## src/logic/mdg_defines.vh

```
// constants for the serial diagnostic and address map block
`ifndef MDG_DEFINES_VH
`define MDG_DEFINES_VH

// function codes
`define MDG_FC_RD_COILS     8'h01
`define MDG_FC_RD_INPUTS    8'h02
`define MDG_FC_RD_HOLDING   8'h03
`define MDG_FC_RD_INREG     8'h04
`define MDG_FC_WR_COIL      8'h05
`define MDG_FC_WR_REG       8'h06
`define MDG_FC_DIAG         8'h08
`define MDG_FC_WR_COILS     8'h0F
`define MDG_FC_WR_REGS      8'h10

// diagnostic subfunctions
`define MDG_SF_ECHO         16'h0000
`define MDG_SF_SER_DIAG     16'h0002
`define MDG_SF_CLEAR        16'h000A
`define MDG_SF_BUS_MSG      16'h000B
`define MDG_SF_COMM_ERR     16'h000C
`define MDG_SF_EXC_CNT      16'h000D
`define MDG_SF_SLAVE_MSG    16'h000E
`define MDG_SF_NO_RESP      16'h000F
`define MDG_SF_SER_OVR      16'h0012
`define MDG_SF_NET_STATE    16'h001F
`define MDG_SF_NET_FAULTS   16'h0020
`define MDG_SF_CAN_ERR      16'h0021
`define MDG_SF_CAN_BUSOFF   16'h0022
`define MDG_SF_CAN_OVR      16'h0023

// reference number ranges
`define MDG_REF_COIL_LO     16'h0001
`define MDG_REF_COIL_HI     16'h270F
`define MDG_REF_INPUT_LO    16'h2711
`define MDG_REF_INPUT_HI    16'h4E1F
`define MDG_REF_INREG_LO    16'h7531
`define MDG_REF_INREG_HI    16'h7930
`define MDG_REF_HOLD_LO     16'h9C41
`define MDG_REF_HOLD_HI     16'hA040
`define MDG_REF_DIAG_LO     16'h7D01
`define MDG_REF_DIAG_HI     16'h7D0C
`define MDG_REF_CLEAR       16'hA411

// diagnostic word indices
`define MDG_IDX_SER_DIAG    4'h0
`define MDG_IDX_NET_STATE   4'h7
`define MDG_IDX_NET_FAULTS  4'h8
`define MDG_IDX_NONE        4'hF

// serial diagnostic word bit positions
`define MDG_SD_ACTIVE       0
`define MDG_SD_MASTER       1
`define MDG_SD_RUN          2
`define MDG_SD_OVERRUN      3
`define MDG_SD_PARITY       4
`define MDG_SD_FRAMING      5
`define MDG_SD_CRC          6

// fault word bit positions
`define MDG_FW_CLAIM        0
`define MDG_FW_WARN         1
`define MDG_FW_BUSOFF       2
`define MDG_FW_CAN_OVR      3
`define MDG_FW_TP_ERR       4
`define MDG_FW_RXQ_OVF      5
`define MDG_FW_TXQ_OVF      6

// counter count and exception codes
`define MDG_NUM_CNT         9
`define MDG_CNT_W           16
`define MDG_EXC_FUNC        8'h01
`define MDG_EXC_ADDR        8'h02
`define MDG_ZERO16          16'h0000

`endif

```

## src/logic/mdg_evt_cnt.v

```verilog
// one 16-bit diagnostic event counter with clear
`timescale 1ns/1ns
`include "mdg_defines.vh"

module mdg_evt_cnt (
	input  wire        i_mclk,
	input  wire        i_reset,
	input  wire        i_ce,
	input  wire        i_clear,
	input  wire        i_event,
	output reg  [15:0] o_count
);

	// clear zeroes, an event in the clear cycle still counts
	always @(posedge i_mclk) begin
		if (i_reset) begin
			o_count <= 16'h0000;
		end else if (i_ce) begin
			if (i_clear) begin
				o_count <= {15'h0000, i_event};
			end else if (i_event) begin
				o_count <= o_count + 16'h0001;
			end
		end
	end

endmodule

```

## src/logic/mdg_diag_map.v

```verilog
// diagnostic function decoder, link counters, status words and table address map
// Functional notes
// - subfunction 0 echoes the request data word unchanged
// - subfunction 2 returns the serial link diagnostic word
// - subfunction 10 zeroes counters and sticky serial bits, clears latched faults
// - subfunction 11 returns count of every frame seen on the bus
// - subfunction 12 returns CRC failures in frames addressed to us
// - subfunction 13 returns count of exception responses sent
// - subfunction 14 returns count of frames carrying our slave address
// - subfunction 15 returns count of requests left without response
// - subfunction 18 returns serial character overrun count
// - subfunctions 31 and 32 return network state and fault words
// - subfunction 33 returns count of CAN error warning crossings
// - subfunction 34 returns count of CAN bus-off entries
// - subfunction 35 returns count of CAN receive overruns
// - serial word bits 0,1,2: active, master alive, run mode
// - serial word bits 3-6 latch overrun, parity, framing, CRC; 7-15 zero
// - network state word: 0 offline, 1 online, 2 initializing
// - fault bit 0 shows failed unique address claim
// - fault bits 1-6 latch CAN and queue faults until reset or clear; 7-15 zero
// - coils and holding registers use output table, others input table
// - addresses outside configured table space get an exception response
// - register n maps to byte offset 2*(n-1), up to 2046
// - bit n maps to byte (n-1)/8, bit (n-1)%8
// - input registers 32001 to 32012 read the diagnostic words
// - write to holding register 42001 performs the clear action
`timescale 1ns/1ns
`include "mdg_defines.vh"

module mdg_diag_map (
	input  wire        i_mclk,
	input  wire        i_reset,
	input  wire        i_ce,
	// decoded request from the frame layer
	input  wire        i_req_valid,
	input  wire [7:0]  i_req_func,
	input  wire [15:0] i_req_ref,
	input  wire [15:0] i_req_sub,
	input  wire [15:0] i_req_data,
	// configured table sizes in bytes
	input  wire [11:0] i_in_size,
	input  wire [11:0] i_out_size,
	// link event pulses
	input  wire        i_frame_seen,
	input  wire        i_own_frame,
	input  wire        i_crc_err_own,
	input  wire        i_exc_sent,
	input  wire        i_no_resp,
	input  wire        i_ser_overrun,
	input  wire        i_parity_err,
	input  wire        i_framing_err,
	// vehicle network event pulses
	input  wire        i_can_warn,
	input  wire        i_can_busoff,
	input  wire        i_can_overrun,
	input  wire        i_tp_err,
	input  wire        i_rxq_ovf,
	input  wire        i_txq_ovf,
	// status levels
	input  wire        i_active,
	input  wire        i_master_alive,
	input  wire        i_run_mode,
	input  wire [1:0]  i_net_state,
	input  wire        i_claim_failed,
	// answer
	output wire        o_rsp_valid,
	output reg         o_rsp_exc,
	output reg  [7:0]  o_rsp_exc_code,
	output reg  [15:0] o_rsp_data,
	output reg         o_tbl_hit,
	output reg         o_tbl_output,
	output reg         o_tbl_word,
	output reg         o_tbl_write,
	output reg  [10:0] o_tbl_byte,
	output reg  [2:0]  o_tbl_bit,
	output reg         o_clear_done,
	// status words for observation
	output wire [15:0] o_serial_link_diagnostics,
	output wire [15:0] o_vehicle_net_state,
	output wire [15:0] o_vehicle_net_faults
);

	reg         rsp_valid;
	reg  [3:0]  ser_sticky;
	reg  [5:0]  fault_sticky;
	wire [143:0] cnt_bus;
	wire [8:0]  cnt_evt;
	wire        req;
	wire        clear_req;

	// combinational decode results
	reg         next_exc;
	reg  [7:0]  next_exc_code;
	reg  [15:0] next_data;
	reg         next_hit;
	reg         next_output;
	reg         next_word;
	reg         next_write;
	reg  [10:0] next_byte;
	reg  [2:0]  next_bit;
	reg  [3:0]  diag_idx;
	reg  [15:0] offs;

	assign req = i_req_valid & i_ce;

	// reference inside an inclusive range
	function in_range;
		input [15:0] ref_num;
		input [15:0] lo;
		input [15:0] hi;
		begin
			in_range = (ref_num >= lo) && (ref_num <= hi);
		end
	endfunction

	// one counter out of the bank
	function [15:0] cnt_sel;
		input [143:0] bank;
		input [3:0]   n;
		begin
			cnt_sel = bank[n*16 +: 16];
		end
	endfunction

	// subfunction to diagnostic word index
	function [3:0] sub_idx;
		input [15:0] sub;
		begin
			case (sub)
				`MDG_SF_SER_DIAG:   sub_idx = 4'h0;
				`MDG_SF_BUS_MSG:    sub_idx = 4'h1;
				`MDG_SF_COMM_ERR:   sub_idx = 4'h2;
				`MDG_SF_EXC_CNT:    sub_idx = 4'h3;
				`MDG_SF_SLAVE_MSG:  sub_idx = 4'h4;
				`MDG_SF_NO_RESP:    sub_idx = 4'h5;
				`MDG_SF_SER_OVR:    sub_idx = 4'h6;
				`MDG_SF_NET_STATE:  sub_idx = 4'h7;
				`MDG_SF_NET_FAULTS: sub_idx = 4'h8;
				`MDG_SF_CAN_ERR:    sub_idx = 4'h9;
				`MDG_SF_CAN_BUSOFF: sub_idx = 4'hA;
				`MDG_SF_CAN_OVR:    sub_idx = 4'hB;
				default:            sub_idx = `MDG_IDX_NONE;
			endcase
		end
	endfunction

	// diagnostic word by index, same order as the register window
	function [15:0] diag_word;
		input [3:0]   n;
		input [143:0] bank;
		input [15:0]  ser;
		input [15:0]  st;
		input [15:0]  flt;
		begin
			case (n)
				4'h0:    diag_word = ser;
				4'h1:    diag_word = cnt_sel(bank, 4'h0);
				4'h2:    diag_word = cnt_sel(bank, 4'h1);
				4'h3:    diag_word = cnt_sel(bank, 4'h2);
				4'h4:    diag_word = cnt_sel(bank, 4'h3);
				4'h5:    diag_word = cnt_sel(bank, 4'h4);
				4'h6:    diag_word = cnt_sel(bank, 4'h5);
				4'h7:    diag_word = st;
				4'h8:    diag_word = flt;
				4'h9:    diag_word = cnt_sel(bank, 4'h6);
				4'hA:    diag_word = cnt_sel(bank, 4'h7);
				4'hB:    diag_word = cnt_sel(bank, 4'h8);
				default: diag_word = `MDG_ZERO16;
			endcase
		end
	endfunction

	// clear by subfunction 10 or by write to the clear register
	assign clear_req = req & (((i_req_func == `MDG_FC_DIAG) && (i_req_sub == `MDG_SF_CLEAR))
		| (((i_req_func == `MDG_FC_WR_REG) || (i_req_func == `MDG_FC_WR_REGS))
		&& (i_req_ref == `MDG_REF_CLEAR)));

	// event vector into the counter bank
	assign cnt_evt = {i_can_overrun, i_can_busoff, i_can_warn, i_ser_overrun, i_no_resp,
		i_own_frame, i_exc_sent, i_crc_err_own, i_frame_seen};

	genvar gi;
	generate
		for (gi = 0; gi < `MDG_NUM_CNT; gi = gi + 1) begin : g_cnt
			mdg_evt_cnt u_cnt (
				.i_mclk  (i_mclk),
				.i_reset (i_reset),
				.i_ce    (i_ce),
				.i_clear (clear_req),
				.i_event (cnt_evt[gi]),
				.o_count (cnt_bus[gi*16 +: 16])
			);
		end
	endgenerate

	// sticky serial fault bits, event wins over clear
	always @(posedge i_mclk) begin
		if (i_reset) begin
			ser_sticky <= 4'h0;
		end else if (i_ce) begin
			ser_sticky <= (clear_req ? 4'h0 : ser_sticky)
				| {i_crc_err_own, i_framing_err, i_parity_err, i_ser_overrun};
		end
	end

	// sticky vehicle network faults held until a fault reset
	always @(posedge i_mclk) begin
		if (i_reset) begin
			fault_sticky <= 6'h00;
		end else if (i_ce) begin
			fault_sticky <= (clear_req ? 6'h00 : fault_sticky)
				| {i_txq_ovf, i_rxq_ovf, i_tp_err, i_can_overrun, i_can_busoff,
				i_can_warn};
		end
	end

	// status words, unused upper bits read zero
	assign o_serial_link_diagnostics = {9'h000, ser_sticky, i_run_mode, i_master_alive,
		i_active};
	assign o_vehicle_net_state  = {14'h0000, i_net_state};
	assign o_vehicle_net_faults = {9'h000, fault_sticky, i_claim_failed};

	// request decode
	always @* begin
		next_exc      = 1'b0;
		next_exc_code = 8'h00;
		next_data     = `MDG_ZERO16;
		next_hit      = 1'b0;
		next_output   = 1'b0;
		next_word     = 1'b0;
		next_write    = 1'b0;
		next_byte     = 11'h000;
		next_bit      = 3'h0;
		diag_idx      = `MDG_IDX_NONE;
		offs          = `MDG_ZERO16;
		case (i_req_func)
			`MDG_FC_DIAG: begin
				if (i_req_sub == `MDG_SF_ECHO) begin
					next_data = i_req_data;
				end else if (i_req_sub == `MDG_SF_CLEAR) begin
					next_data = i_req_data;
				end else begin
					diag_idx = sub_idx(i_req_sub);
					if (diag_idx == `MDG_IDX_NONE) begin
						next_exc      = 1'b1;
						next_exc_code = `MDG_EXC_FUNC;
					end else begin
						next_data = diag_word(diag_idx, cnt_bus, o_serial_link_diagnostics,
							o_vehicle_net_state, o_vehicle_net_faults);
					end
				end
			end
			`MDG_FC_RD_INREG, `MDG_FC_RD_HOLDING, `MDG_FC_WR_REG, `MDG_FC_WR_REGS: begin
				next_word   = 1'b1;
				next_output = (i_req_func != `MDG_FC_RD_INREG);
				next_write  = (i_req_func == `MDG_FC_WR_REG) || (i_req_func == `MDG_FC_WR_REGS);
				if ((i_req_func == `MDG_FC_RD_INREG)
					&& in_range(i_req_ref, `MDG_REF_DIAG_LO, `MDG_REF_DIAG_HI)) begin
					offs      = i_req_ref - `MDG_REF_DIAG_LO;
					diag_idx  = offs[3:0];
					next_data = diag_word(diag_idx, cnt_bus, o_serial_link_diagnostics,
						o_vehicle_net_state, o_vehicle_net_faults);
				end else if (next_write && (i_req_ref == `MDG_REF_CLEAR)) begin
					next_data = i_req_data;
				end else if (!next_output
					&& in_range(i_req_ref, `MDG_REF_INREG_LO, `MDG_REF_INREG_HI)) begin
					offs      = i_req_ref - `MDG_REF_INREG_LO;
					next_byte = {offs[9:0], 1'b0};
					next_hit  = ({1'b0, next_byte} + 12'h001) < i_in_size;
				end else if (next_output
					&& in_range(i_req_ref, `MDG_REF_HOLD_LO, `MDG_REF_HOLD_HI)) begin
					offs      = i_req_ref - `MDG_REF_HOLD_LO;
					next_byte = {offs[9:0], 1'b0};
					next_hit  = ({1'b0, next_byte} + 12'h001) < i_out_size;
				end
				if (!next_hit && (diag_idx == `MDG_IDX_NONE)
					&& !(next_write && (i_req_ref == `MDG_REF_CLEAR))) begin
					next_exc      = 1'b1;
					next_exc_code = `MDG_EXC_ADDR;
				end
			end
			`MDG_FC_RD_COILS, `MDG_FC_RD_INPUTS, `MDG_FC_WR_COIL, `MDG_FC_WR_COILS: begin
				next_output = (i_req_func != `MDG_FC_RD_INPUTS);
				next_write  = (i_req_func == `MDG_FC_WR_COIL) || (i_req_func == `MDG_FC_WR_COILS);
				if (!next_output
					&& in_range(i_req_ref, `MDG_REF_INPUT_LO, `MDG_REF_INPUT_HI)) begin
					offs      = i_req_ref - `MDG_REF_INPUT_LO;
					next_byte = offs[13:3];
					next_bit  = offs[2:0];
					next_hit  = {1'b0, next_byte} < i_in_size;
				end else if (next_output
					&& in_range(i_req_ref, `MDG_REF_COIL_LO, `MDG_REF_COIL_HI)) begin
					offs      = i_req_ref - `MDG_REF_COIL_LO;
					next_byte = offs[13:3];
					next_bit  = offs[2:0];
					next_hit  = {1'b0, next_byte} < i_out_size;
				end
				if (!next_hit) begin
					next_exc      = 1'b1;
					next_exc_code = `MDG_EXC_ADDR;
				end
			end
			default: begin
				next_exc      = 1'b1;
				next_exc_code = `MDG_EXC_FUNC;
			end
		endcase
		if (next_exc) begin
			next_hit   = 1'b0;
			next_write = 1'b0;
		end
	end

	// response registers, valid for one enabled cycle
	always @(posedge i_mclk) begin
		if (i_reset) begin
			rsp_valid      <= 1'b0;
			o_rsp_exc      <= 1'b0;
			o_rsp_exc_code <= 8'h00;
			o_rsp_data     <= 16'h0000;
			o_tbl_hit      <= 1'b0;
			o_tbl_output   <= 1'b0;
			o_tbl_word     <= 1'b0;
			o_tbl_write    <= 1'b0;
			o_tbl_byte     <= 11'h000;
			o_tbl_bit      <= 3'h0;
			o_clear_done   <= 1'b0;
		end else if (i_ce) begin
			rsp_valid    <= i_req_valid;
			o_clear_done <= clear_req;
			if (i_req_valid) begin
				o_rsp_exc      <= next_exc;
				o_rsp_exc_code <= next_exc_code;
				o_rsp_data     <= next_data;
				o_tbl_hit      <= next_hit;
				o_tbl_output   <= next_output;
				o_tbl_word     <= next_word;
				o_tbl_write    <= next_write;
				o_tbl_byte     <= next_byte;
				o_tbl_bit      <= next_bit;
			end
		end
	end

	// answer strobe only while the clock enable runs
	assign o_rsp_valid = rsp_valid & i_ce;

endmodule

```

## config.mk

```make
export PLATFORM = sky130hd
export DESIGN_NAME = mdg_diag_map
export DESIGN_NICKNAME = d
export VERILOG_FILES = /design/src/logic/mdg_evt_cnt.v /design/src/logic/mdg_diag_map.v
export VERILOG_INCLUDE_DIRS = /design/src /design/src/logic
export SDC_FILE = /design/constraint.sdc
export NUM_CORES = 1
export LEC_CHECK = 0
export ABC_CLOCK_PERIOD_IN_PS = 3300
export BUFFER_PORTS_ARGS = -buffer_cell sky130_fd_sc_hd__buf_2
export CORE_ASPECT_RATIO = 1.5
export CORE_MARGIN = 1.5
export CORE_UTILIZATION = 36
export DETAILED_ROUTE_END_ITERATION = 16
export GPL_TIMING_DRIVEN = 0
export PLACE_DENSITY = 0.63
export SYNTH_ARGS = -nofsm -noshare
export SYNTH_HDL_FRONTEND = slang
export SYNTH_SLANG_ARGS = --single-unit
```

## constraint.sdc

```tcl
create_clock -name i_mclk -period 3.3 [get_ports i_mclk]
set_clock_uncertainty 0.2 [all_clocks]
set_input_delay 0 -clock i_mclk [delete_from_list [all_inputs] [get_ports i_mclk]]
set_output_delay 0 -clock i_mclk [all_outputs]
set_load 0.005 [all_outputs]
```

Word level (Yosys, flattened, before mapping)
Cells that the tools add are included.
Widths: inputs -> output; s select.
{"block": "totals", "reg_bits": 199, "out_inout_bits": 93}
{"block": "classes", "n_reduce_logical": 44, "bitwise": 6, "magnitude_cmp": 14, "n_eq_ne": 49, "n_addsub": 16, "muxes": 70}
{"cell": "$pmux 16 s12", "count": 2}
{"cell": "$mux 16", "count": 23}
{"cell": "$add 16x1->16 const B", "count": 9}
{"cell": "$eq 16x4->1 const B", "count": 6}
{"cell": "$mux 11", "count": 6}
{"cell": "$eq 16x6->1 const B", "count": 4}
{"cell": "$le 16x15->1 const B", "count": 3}
{"cell": "$pmux 4 s12", "count": 1}
{"cell": "$eq 4x4->1 const B", "count": 10}
{"cell": "$eq 16x5->1 const B", "count": 2}
{"cell": "$eq 4x3->1 const B", "count": 8}
{"cell": "$ge 16x15->1 const B", "count": 2}
{"cell": "$pmux 16 s2", "count": 1}
{"cell": "$add 11x1->12 const B", "count": 2}
{"cell": "$eq 8x3->1 const B", "count": 3}
{"cell": "$lt 11x12->1", "count": 2}
{"cell": "$lt 12x12->1", "count": 2}
{"cell": "$mux 4", "count": 6}
{"cell": "$pmux 8 s3", "count": 1}
{"cell": "$pmux 11 s2", "count": 1}
{"cell": "$reduce_and 2->1", "count": 10}
{"cell": "$mux 1", "count": 19}
{"cell": "$reduce_bool 2->1", "count": 9}
{"cell": "$eq 16x16->1 const B", "count": 1}
{"cell": "34 further kinds", "count": 66}

Depth between registers and ports, before layout
Gate-level depths: netlist (run 1).
{"block": "depth", "ltp_word": 14, "mapped_depth": 17}

By module
From an unflattened synthesis (run 1), not the netlist that was laid out.
{"block": "unflattened", "cells_unflattened": 1902, "area_unflattened_um2": 15006.9}
{"mod": "mdg_diag_map", "seq_area_each_um2": 980.9, "area_each_um2": 7968.9, "instances": 1, "cells_per_inst": 1083}
{"mod": "mdg_evt_cnt", "seq_area_each_um2": 320.3, "area_each_um2": 782.0, "instances": 9, "cells_per_inst": 91}

Worst setup path before layout (run 1)
OpenSTA, ideal clock, no wires.
{"block": "synth_path", "kind": "input -> register", "start": "input i_req_ref[0]", "end": "register o_tbl_write", "slack_ps": -278, "arrival_time_ps": 3313, "n_path_buf": 2, "t_required_ps": 3035, "path_stages": 16, "cell_sequence": "clkbuf_1 -> inv_1 -> ha_1 -> or3b_2 -> clkbuf_1 -> nor4_1 -> xor2_1 -> ha_1 -> and4_1 -> a221oi_1 -> a21oi_1 -> nor4bb_1 -> a311oi_1 -> a31oi_1 -> a32oi_1 -> nor2_1"}
{"block": "synth_via", "elab_chain_cells": 14}
{"element": "start: declaration", "line": "mdg_diag_map.v:37", "source": "input wire [15:0] i_req_ref,"}
{"element": "$sub 10x7->10 (no line) (tied with other cells)"}
{"element": "$add 11x1->12 or $logic_and 1x1->1 (tied branches)", "line": "mdg_diag_map.v:274, mdg_diag_map.v:112"}
{"element": "$lt 12x12->1 or $logic_and 1x1->1 (tied branches)", "line": "mdg_diag_map.v:274, mdg_diag_map.v:270"}
{"element": "$mux 1", "line": "mdg_diag_map.v:270", "source": "end else if (next_output"}
{"element": "$mux 1", "line": "mdg_diag_map.v:265", "source": "end else if (!next_output"}
{"element": "$mux 1", "line": "mdg_diag_map.v:263", "source": "end else if (next_write && (i_req_ref == `MDG_REF_CLEAR)) begin"}
{"element": "$mux 1", "line": "mdg_diag_map.v:257", "source": "if ((i_req_func == `MDG_FC_RD_INREG)"}
{"element": "$mux 1", "line": "mdg_diag_map.v:236", "source": "case (i_req_func)"}
{"element": "$logic_not 1->1", "line": "mdg_diag_map.v:276", "source": "if (!next_hit && (diag_idx == `MDG_IDX_NONE)"}
{"element": "$logic_and 1x1->1 (2 in a row)", "line": "mdg_diag_map.v:276"}
{"element": "$mux 1", "line": "mdg_diag_map.v:276"}
{"element": "$pmux 1 s3 (*)", "line": "mdg_diag_map.v:236"}
{"element": "$mux 1 (*)", "line": "mdg_diag_map.v:308", "source": "if (next_exc) begin"}
{"element": "end signal: assignment", "line": "mdg_diag_map.v:338", "source": "o_tbl_write <= next_write;"}
{"element": "end: declaration", "line": "mdg_diag_map.v:73", "source": "output reg o_tbl_write,"}
Every way passes the cells marked *; elsewhere a longest branch is shown, timed or not. The select of a mux whose other input is x is not followed.
A chain may end at the register's enable or synchronous reset.

Final worst setup path (run 1)
{"block": "layout_path", "start": "input i_req_func[7]", "end": "register o_rsp_data[10]"}
{"block": "layout_via", "elab_chain_cells": 6}
{"element": "start: declaration", "line": "mdg_diag_map.v:36", "source": "input wire [7:0] i_req_func,"}
{"element": "$eq 8x3->1 or $eq 8x5->1 (tied branches)", "line": "mdg_diag_map.v:236"}
{"element": "$logic_or 1x1->1", "line": "mdg_diag_map.v:256", "source": "next_write = (i_req_func == `MDG_FC_WR_REG) || (i_req_func == `MDG_FC_WR_REGS);"}
{"element": "$logic_and 1x1->1", "line": "mdg_diag_map.v:263"}
{"element": "$mux 16", "line": "mdg_diag_map.v:263"}
{"element": "$mux 16", "line": "mdg_diag_map.v:257"}
{"element": "$pmux 16 s2 (*)", "line": "mdg_diag_map.v:236"}
{"element": "end signal: assignment", "line": "mdg_diag_map.v:334", "source": "o_rsp_data <= next_data;"}
{"element": "end: declaration", "line": "mdg_diag_map.v:69", "source": "output reg [15:0] o_rsp_data,"}
Every way passes the cells marked *; elsewhere a longest branch is shown, timed or not.

==> results of run 1 <==
## synthesized netlist by cell type, drive strengths merged (6+ instances only)
master,instances
nand3,88
inv,52
and4,6
o211ai,11
or2,11
o31a,6
xor2,81
a222oi,9
dfxtp,193
a221oi,26
xnor2,40
mux2i,16
nand4,44
nor2,230
nand2,142
and3,33
a21o,12
clkbuf,104
nand4b,8
a31oi,30
nor2b,10
nor3,36
o221ai,9
a22oi,68
o31ai,6
o21ai,90
or4,11
buf,70
and2,20
a211o,7
a32oi,9
ha,54
a21oi,115
nor4,15
or3,47
o21a,15
nand2b,13
a22o,32
a2111oi,6
a211oi,20
o22ai,6
## kinds of logic (layout without fill, tap and decap cells)
logic type,count (synthesis),in the layout,synth area share
simple gates,736,736,0.259
xor+xnor,121,121,0.0751
buf+inv,226,459,0.0743
compound gates,519,519,0.255
other cells,1,39,0.000266
flops,193,193,0.274
fa+ha+maj,54,54,0.0479
mux,19,19,0.0137
## final cells by class
| cell class | count | area share |
|---|---|---|
| inverters | 52 | 0.0116 |
| multi-input cells | 1487 | 0.566 |
| repair buffers | 208 | 0.0755 |
| plain buffers | 167 | 0.0530 |
| well taps | 495 | 0.0358 |
| diodes | 1 | 0.000145 |
| clock buffers | 17 | 0.0246 |
| clock inverters | 15 | 0.00969 |
| flip-flops and latches | 193 | 0.223 |
## placed cells by master (no fill, tap or decap), types with 68 or more instances in the layout
cell type  netlist  layout
xor2_1          81      78
a22oi_1         68      68
o21ai_0         87      82
clkbuf_1       104      75
nor2_1         230     227
nand2_1        142     140
a21oi_1        114     110
nand3_1         88      88
buf_2           16     164
dfxtp_1        193     193
## worst reg2reg max path, cell delays in order, from the launching register on
cell and delay, ns:
dfxtp_1 0.42, a22oi_1 0.31, o2bb2ai_1 0.16, a2111oi_2 0.36, a41oi_1 0.20, a211o_1 0.34, a221oi_1 0.23, a21oi_1 0.14
## repair_timing
item / CTS / global route
pin swaps: 7 / 17
hold buffers: 44 / 0
setup endpoints to repair: 166 / 122
hold endpoints to repair: 66 / 0
gates resized for setup: 56 / 79
buffers inserted: 9 / 3
## state kept, by name, summed over array words and instances (netlist names), 2 cells and up
register             cells
o_tbl_byte              11
o_rsp_exc_code           2
o_tbl_bit                3
fault_sticky             6
ser_sticky               4
o_rsp_data              16
g_cnt.u_cnt.o_count    144
## final timing paths
path | to | startpoint | slack [ns]
setup reg to reg | o_rsp_data[10]$_SDFFE_PP0P_ | g_cnt[5].u_cnt.o_count[10]$_SDFFE_PP0P_ | 0.82
hold reg to reg | o_tbl_word$_SDFFE_PP0P_ | o_tbl_word$_SDFFE_PP0P_ | 0.26
setup / recovery | o_rsp_data[10]$_SDFFE_PP0P_ | i_req_func[7] | 0.04
hold / removal | o_tbl_hit$_SDFFE_PP0P_ | i_out_size[11] | 0.007
## power by group
part           total, mW  leakage [nW]  switching, mW  internal [mW]
logic              0.980          4.53          0.609          0.370
registers           2.44          1.56         0.0756           2.37
clock network       2.20         0.289           1.12           1.08
## layer usage
metal | up-vias | routed length, um
met5 | - | 0
met4 | 0 | 8710
met3 | 340 | 5000
met2 | 870 | 36600
met1 | 7759 | 25700
li1 | 7320 | -
==> results.sh, run 1 <==
export IMPL_syn_inst=1869
export IMPL_drt_wl_total_um=76000
export IMPL_cp_required_ns=3.50
export IMPL_num_vias=16289
export IMPL_fin_area_um2=17300
export IMPL_synth_area_leader_cell="dfxtp_1"
export IMPL_hp_class="input port to register"
export IMPL_fin_crit_sh=0.987
export IMPL_cp_depth=11
export IMPL_syn_to_final_growth_pct=22.6
export IMPL_seq_area_um2=3860
export IMPL_met3_usage=0.0703
export IMPL_antenna_found_initial=2
export IMPL_ys_ff_latch=193
export IMPL_drt_drc_violations_left=0
export IMPL_fmax_mhz=307
export IMPL_clock_latency_ns=0.49
export IMPL_grt_overflow=0
export IMPL_critPathTopFamily="simple AND/OR/NAND/NOR gates"
export IMPL_clock_sinks=193
export IMPL_critPathMaxFanout=10
export IMPL_die_x_um=165
export IMPL_ys_seq_area_frac=0.274
export IMPL_slowest_stage="dlygate4sd3_1"
export IMPL_clockBufferDepth=2
export IMPL_power_total_mw=5.62
export IMPL_portBuffers=149
export IMPL_grtUsageMet2=0.637
export IMPL_crit_chain="dlygate4sd3_1, buf_2, or4_1, or4_1, nand2b_1, or3_4, buf_2, a41oi_1, a211o_1, a221oi_1, a21oi_1"
export IMPL_use_met1=0.371
export IMPL_grt_max_degree=20
export IMPL_drt_initial_drc_count=1445
export IMPL_grt_busiest_layer="met2"
export IMPL_netlist_area_um2=14100
export IMPL_grt_first_pass_wirelength_um=107000
export IMPL_initial_core_util=0.366
export IMPL_nFillCells=4023
export IMPL_crit_arrival_ns=3.46
export IMPL_setup_viol=0
export IMPL_finalSetupTns_ns=0
export IMPL_layout_min_cycle_time_ns=3.26
export IMPL_slowest_delay_ns=0.56
export IMPL_layout_cells_non_filler=2635
export IMPL_dpl_hpwl_um=59500
export IMPL_avgSynthCellArea_um2=7.55
export IMPL_finalMaxSlewViolations=0
export IMPL_htreeDepth=4
export IMPL_design_die_area_um2=40400
export IMPL_synth_top_cell_area_share=0.274
export IMPL_wl_per_cell_um=28.8
export IMPL_row_count=88
export IMPL_status="finished clean"
export IMPL_clockRootBuffer="clkbuf_16"
export IMPL_tritoncts="built"
export IMPL_hold_ws_ns=0.00680
export IMPL_gp_congestion=1.03
export IMPL_die_h_um=245
export IMPL_tightest_slew_ns=1.38
export IMPL_synth_area_top_cells="dfxtp_1 27%, nor2_1 6.1%, xor2_1 5.0%, ha_1 4.8%, a21oi_1 4.0%"
export IMPL_r2r_cells=7
export IMPL_p_per_area_nw_per_um2=325
export IMPL_slew_headroom=0.0669
export IMPL_track_usage=0.374
export IMPL_cts_made_buffers=17
export IMPL_synthFlopType="dfxtp_1"
export IMPL_hold_violations=0
export IMPL_synthDistinctLibCells=81
export IMPL_synth_edf_count=0
export IMPL_worstSetupStartpointType="input port"
export IMPL_ir_worst_vdd_mv=0.266
export IMPL_io_pins=197
export IMPL_crit_buf_inv=3
export IMPL_path_clk_slew_ns=0.08
export IMPL_grt_pass1_vias=15855
export IMPL_core_um2=38500
export IMPL_setup_ws_ns=0.0423
export IMPL_async_flop_share=0
export IMPL_fin_util=0.449
export IMPL_multiInputGateArea_um2=9800
export IMPL_leakagePower_nw=6.38
export IMPL_dp_slack_ns=-1.66
export IMPL_first_pass_iters=6
export IMPL_place_inst=2553
export IMPL_drive_gt1_frac=0.178
export IMPL_fin_nets=2284
export IMPL_path_class="input port to register"
export IMPL_viasPerCell=6.18
export IMPL_ant_nets=0
export IMPL_hold_depth=6
export IMPL_synth_warnings=0
export IMPL_cap_violations=0
export IMPL_place_area_um2=15700
export IMPL_crit_path_end_kind="register"
(Power assumes the default switching activity.)
==> run 2, diff against run 1 <==
GPL_TIMING_DRIVEN = not set   (was 0)
==> run 2 against run 1 <==
Sequential power about the same. Critical endpoint is now o_tbl_hit$_SDFFE_PP0P_. Sequential cell count unchanged. Cell count rose by 0.34%. Largest power group unchanged. Fmax is 2.1% higher. Total power is 0.46% higher. Count of clock-buffer cells in the layout unchanged. Sequential share of layout area fell by 0.23 points. Via count shrank 0.44%. Global-route usage fell by 5.2 points. Non-clock buffer count rose by 9. Design area grew 1.1%. Worst hold slack gained 0.030 ns.
==> results.sh, run 2 (synthesis results as in run 1) <==
export IMPL_initial_core_util=0.366
export IMPL_setup_viol=0
export IMPL_worstSetupStartpointType="input port"
export IMPL_power_frac_comb=0.165
export IMPL_syn_to_final_growth_pct=23.9
export IMPL_p_clk_frac=0.404
export IMPL_cts_made_buffers=17
export IMPL_fin_crit_sh=0.966
export IMPL_slew_headroom=0.242
export IMPL_drt_drc_violations_left=0
export IMPL_viasPerCell=6.13
export IMPL_crit_arrival_ns=3.39
export IMPL_ir_worst_vdd_mv=0.311
export IMPL_dpl_hpwl_um=51000
export IMPL_gp_congestion=1.03
export IMPL_hp_class="input port to register"
export IMPL_wl_per_cell_um=24.8
export IMPL_grt_first_pass_wirelength_um=95400
export IMPL_core_um2=38500
export IMPL_layout_min_cycle_time_ns=3.19
export IMPL_switching_share=0.314
export IMPL_pwr_share_seq=0.431
export IMPL_drt_initial_drc_count=1677
export IMPL_regMostFlops="g_cnt.u_cnt.o_count"
export IMPL_portBuffers=158
export IMPL_crit_path_end_kind="register"
export IMPL_drive_gt1_frac=0.192
export IMPL_ant_nets=0
export IMPL_final_common_cell="nor2_1"
export IMPL_finalMaxSlewViolations=0
export IMPL_rsz0062_at_grt="no"
export IMPL_clock_latency_ns=0.48
export IMPL_cap_violations=0
export IMPL_io_pins=197
export IMPL_grt_overflow=0
export IMPL_grt_max_degree=65
export IMPL_path_clk_slew_ns=0.08
export IMPL_antenna_found_initial=2
export IMPL_switching_power_mw=1.78
export IMPL_intPower_mw=3.87
export IMPL_layout_common_cells="230 x nor2_1, 193 x dfxtp_1, 162 x buf_4"
export IMPL_largestRegisters="g_cnt.u_cnt.o_count (144), o_rsp_data (16), o_tbl_byte (11)"
export IMPL_num_vias=16218
export IMPL_row_count=88
export IMPL_clockBufferDepth=2
export IMPL_fin_nets=2293
export IMPL_path_class="input port to register"
export IMPL_clockRootBuffer="clkbuf_16"
export IMPL_hold_violations=0
export IMPL_status="finished clean"
export IMPL_clock_sinks=193
export IMPL_place_area_um2=16300
export IMPL_grt_pass1_vias=15374
export IMPL_fin_area_um2=17500
export IMPL_tightest_slew_ns=1.13
export IMPL_drt_wl_total_um=65700
export IMPL_design_die_area_um2=40400
export IMPL_fin_util=0.454
export IMPL_first_pass_iters=8
export IMPL_hold_ws_ns=0.0368
export IMPL_fmax_mhz=314
export IMPL_die_h_um=245
export IMPL_post_cts_repair_setup_buffers=0
export IMPL_leakagePower_nw=6.68
export IMPL_critPathMaxFanout=5
export IMPL_die_x_um=165
export IMPL_htreeDepth=4
export IMPL_p_per_area_nw_per_um2=323
export IMPL_cp_required_ns=3.50
export IMPL_largest_reg_flops=144
export IMPL_tritoncts="built"
export IMPL_track_usage=0.322
==> run 2: cell count changes in the layout (fill, tap and decap cells not counted), moves of 4 or more <==
cell	delta
buf_4	+103
clkbuf_1	-75
clkbuf_2	-17
buf_12	+10
dlygate4sd3_1	+10
buf_6	-7
buf_2	-6
nor3_1	+6
buf_1	-5
a21oi_1	+4
inv_6	-4
nor4_1	+4
o21ai_0	+4
==> run 2: what timing repair did <==
action / in CTS / in global routing
resized for setup: 0 / 4
endpoints found under the setup margin: 0 / 2
endpoints found under the hold margin: 86 / 0
hold buffers: 54 / 0
==> run 2: layout make-up <==
type	count	area, um2
fillers	3921	21100
clock inverters	15	206
multi-input cells	1487	9420
diodes	1	2.50
clock buffers	17	425
well taps	495	619
repair buffers	384	2750
flip-flops and latches	193	3860
inverters	52	195
==> run 2: path summary, 6_finish.rpt <==
path	from	endpoint	slack [ns]	cells after the start
worst max-delay path	i_req_ref[1]	o_tbl_hit$_SDFFE_PP0P_	0.11	18
worst min-delay path	i_req_ref[0]	o_tbl_bit[1]$_SDFFE_PP0P_	0.04	6
worst max register to register	g_cnt[5].u_cnt.o_count[10]$_SDFFE_PP0P_	o_rsp_data[10]$_SDFFE_PP0P_	0.86	7
worst min register to register	rsp_valid$_SDFFE_PP0P_	rsp_valid$_SDFFE_PP0P_	0.28	2
==> run 2: worst max-delay path: stages <==
cell	delay (ns)
buf_2	0.12
inv_2	0.07
ha_4	0.13
or3b_2	0.53
buf_4	0.19
xor2_1	0.18
inv_1	0.12
ha_1	0.30
a21oi_1	0.12
o21ai_0	0.10
a21oi_1	0.15
o31ai_1	0.09
buf_4	0.15
a211o_1	0.28
nand2_1	0.07
dlygate4sd3_1	0.55
a21oi_1	0.07
nor3_1	0.16
==> run 2: metal layers <==
metal | vias to the layer above | wire (um) | GRT usage
met2 | 881 | 31600 | 0.556
met5 | - | 0 | 0
met4 | 0 | 6870 | 0.285
met3 | 322 | 4470 | 0.0589
li1 | 7330 | - | -
met1 | 7685 | 22700 | 0.328
==> run 2: power groups by stage <==
stage | Combinational [mW] | Sequential [mW] | Clock (mW)
global route | 1.01 | 2.44 | 2.40
detailed placement | 0.860 | 2.49 | 0
CTS | 0.913 | 2.43 | 2.31
finish | 0.934 | 2.44 | 2.28
global placement | 0.854 | 2.49 | 0
floorplan | 0.507 | 2.46 | 0
==> run 2: stage by stage <==
stage	setup slack (ns)	power [mW]	instances	setup TNS, ns
3_3_place_gp	-0.226	3.34	2557	-0.983
5_1_grt	0.00293	5.84	2643	0
6_report	0.111	5.65	2644	0
4_1_cts	0.0956	5.66	2643	0
3_5_place_dp	-0.197	3.35	2557	-1.08
2_1_floorplan	0.00225	2.97	1906	0
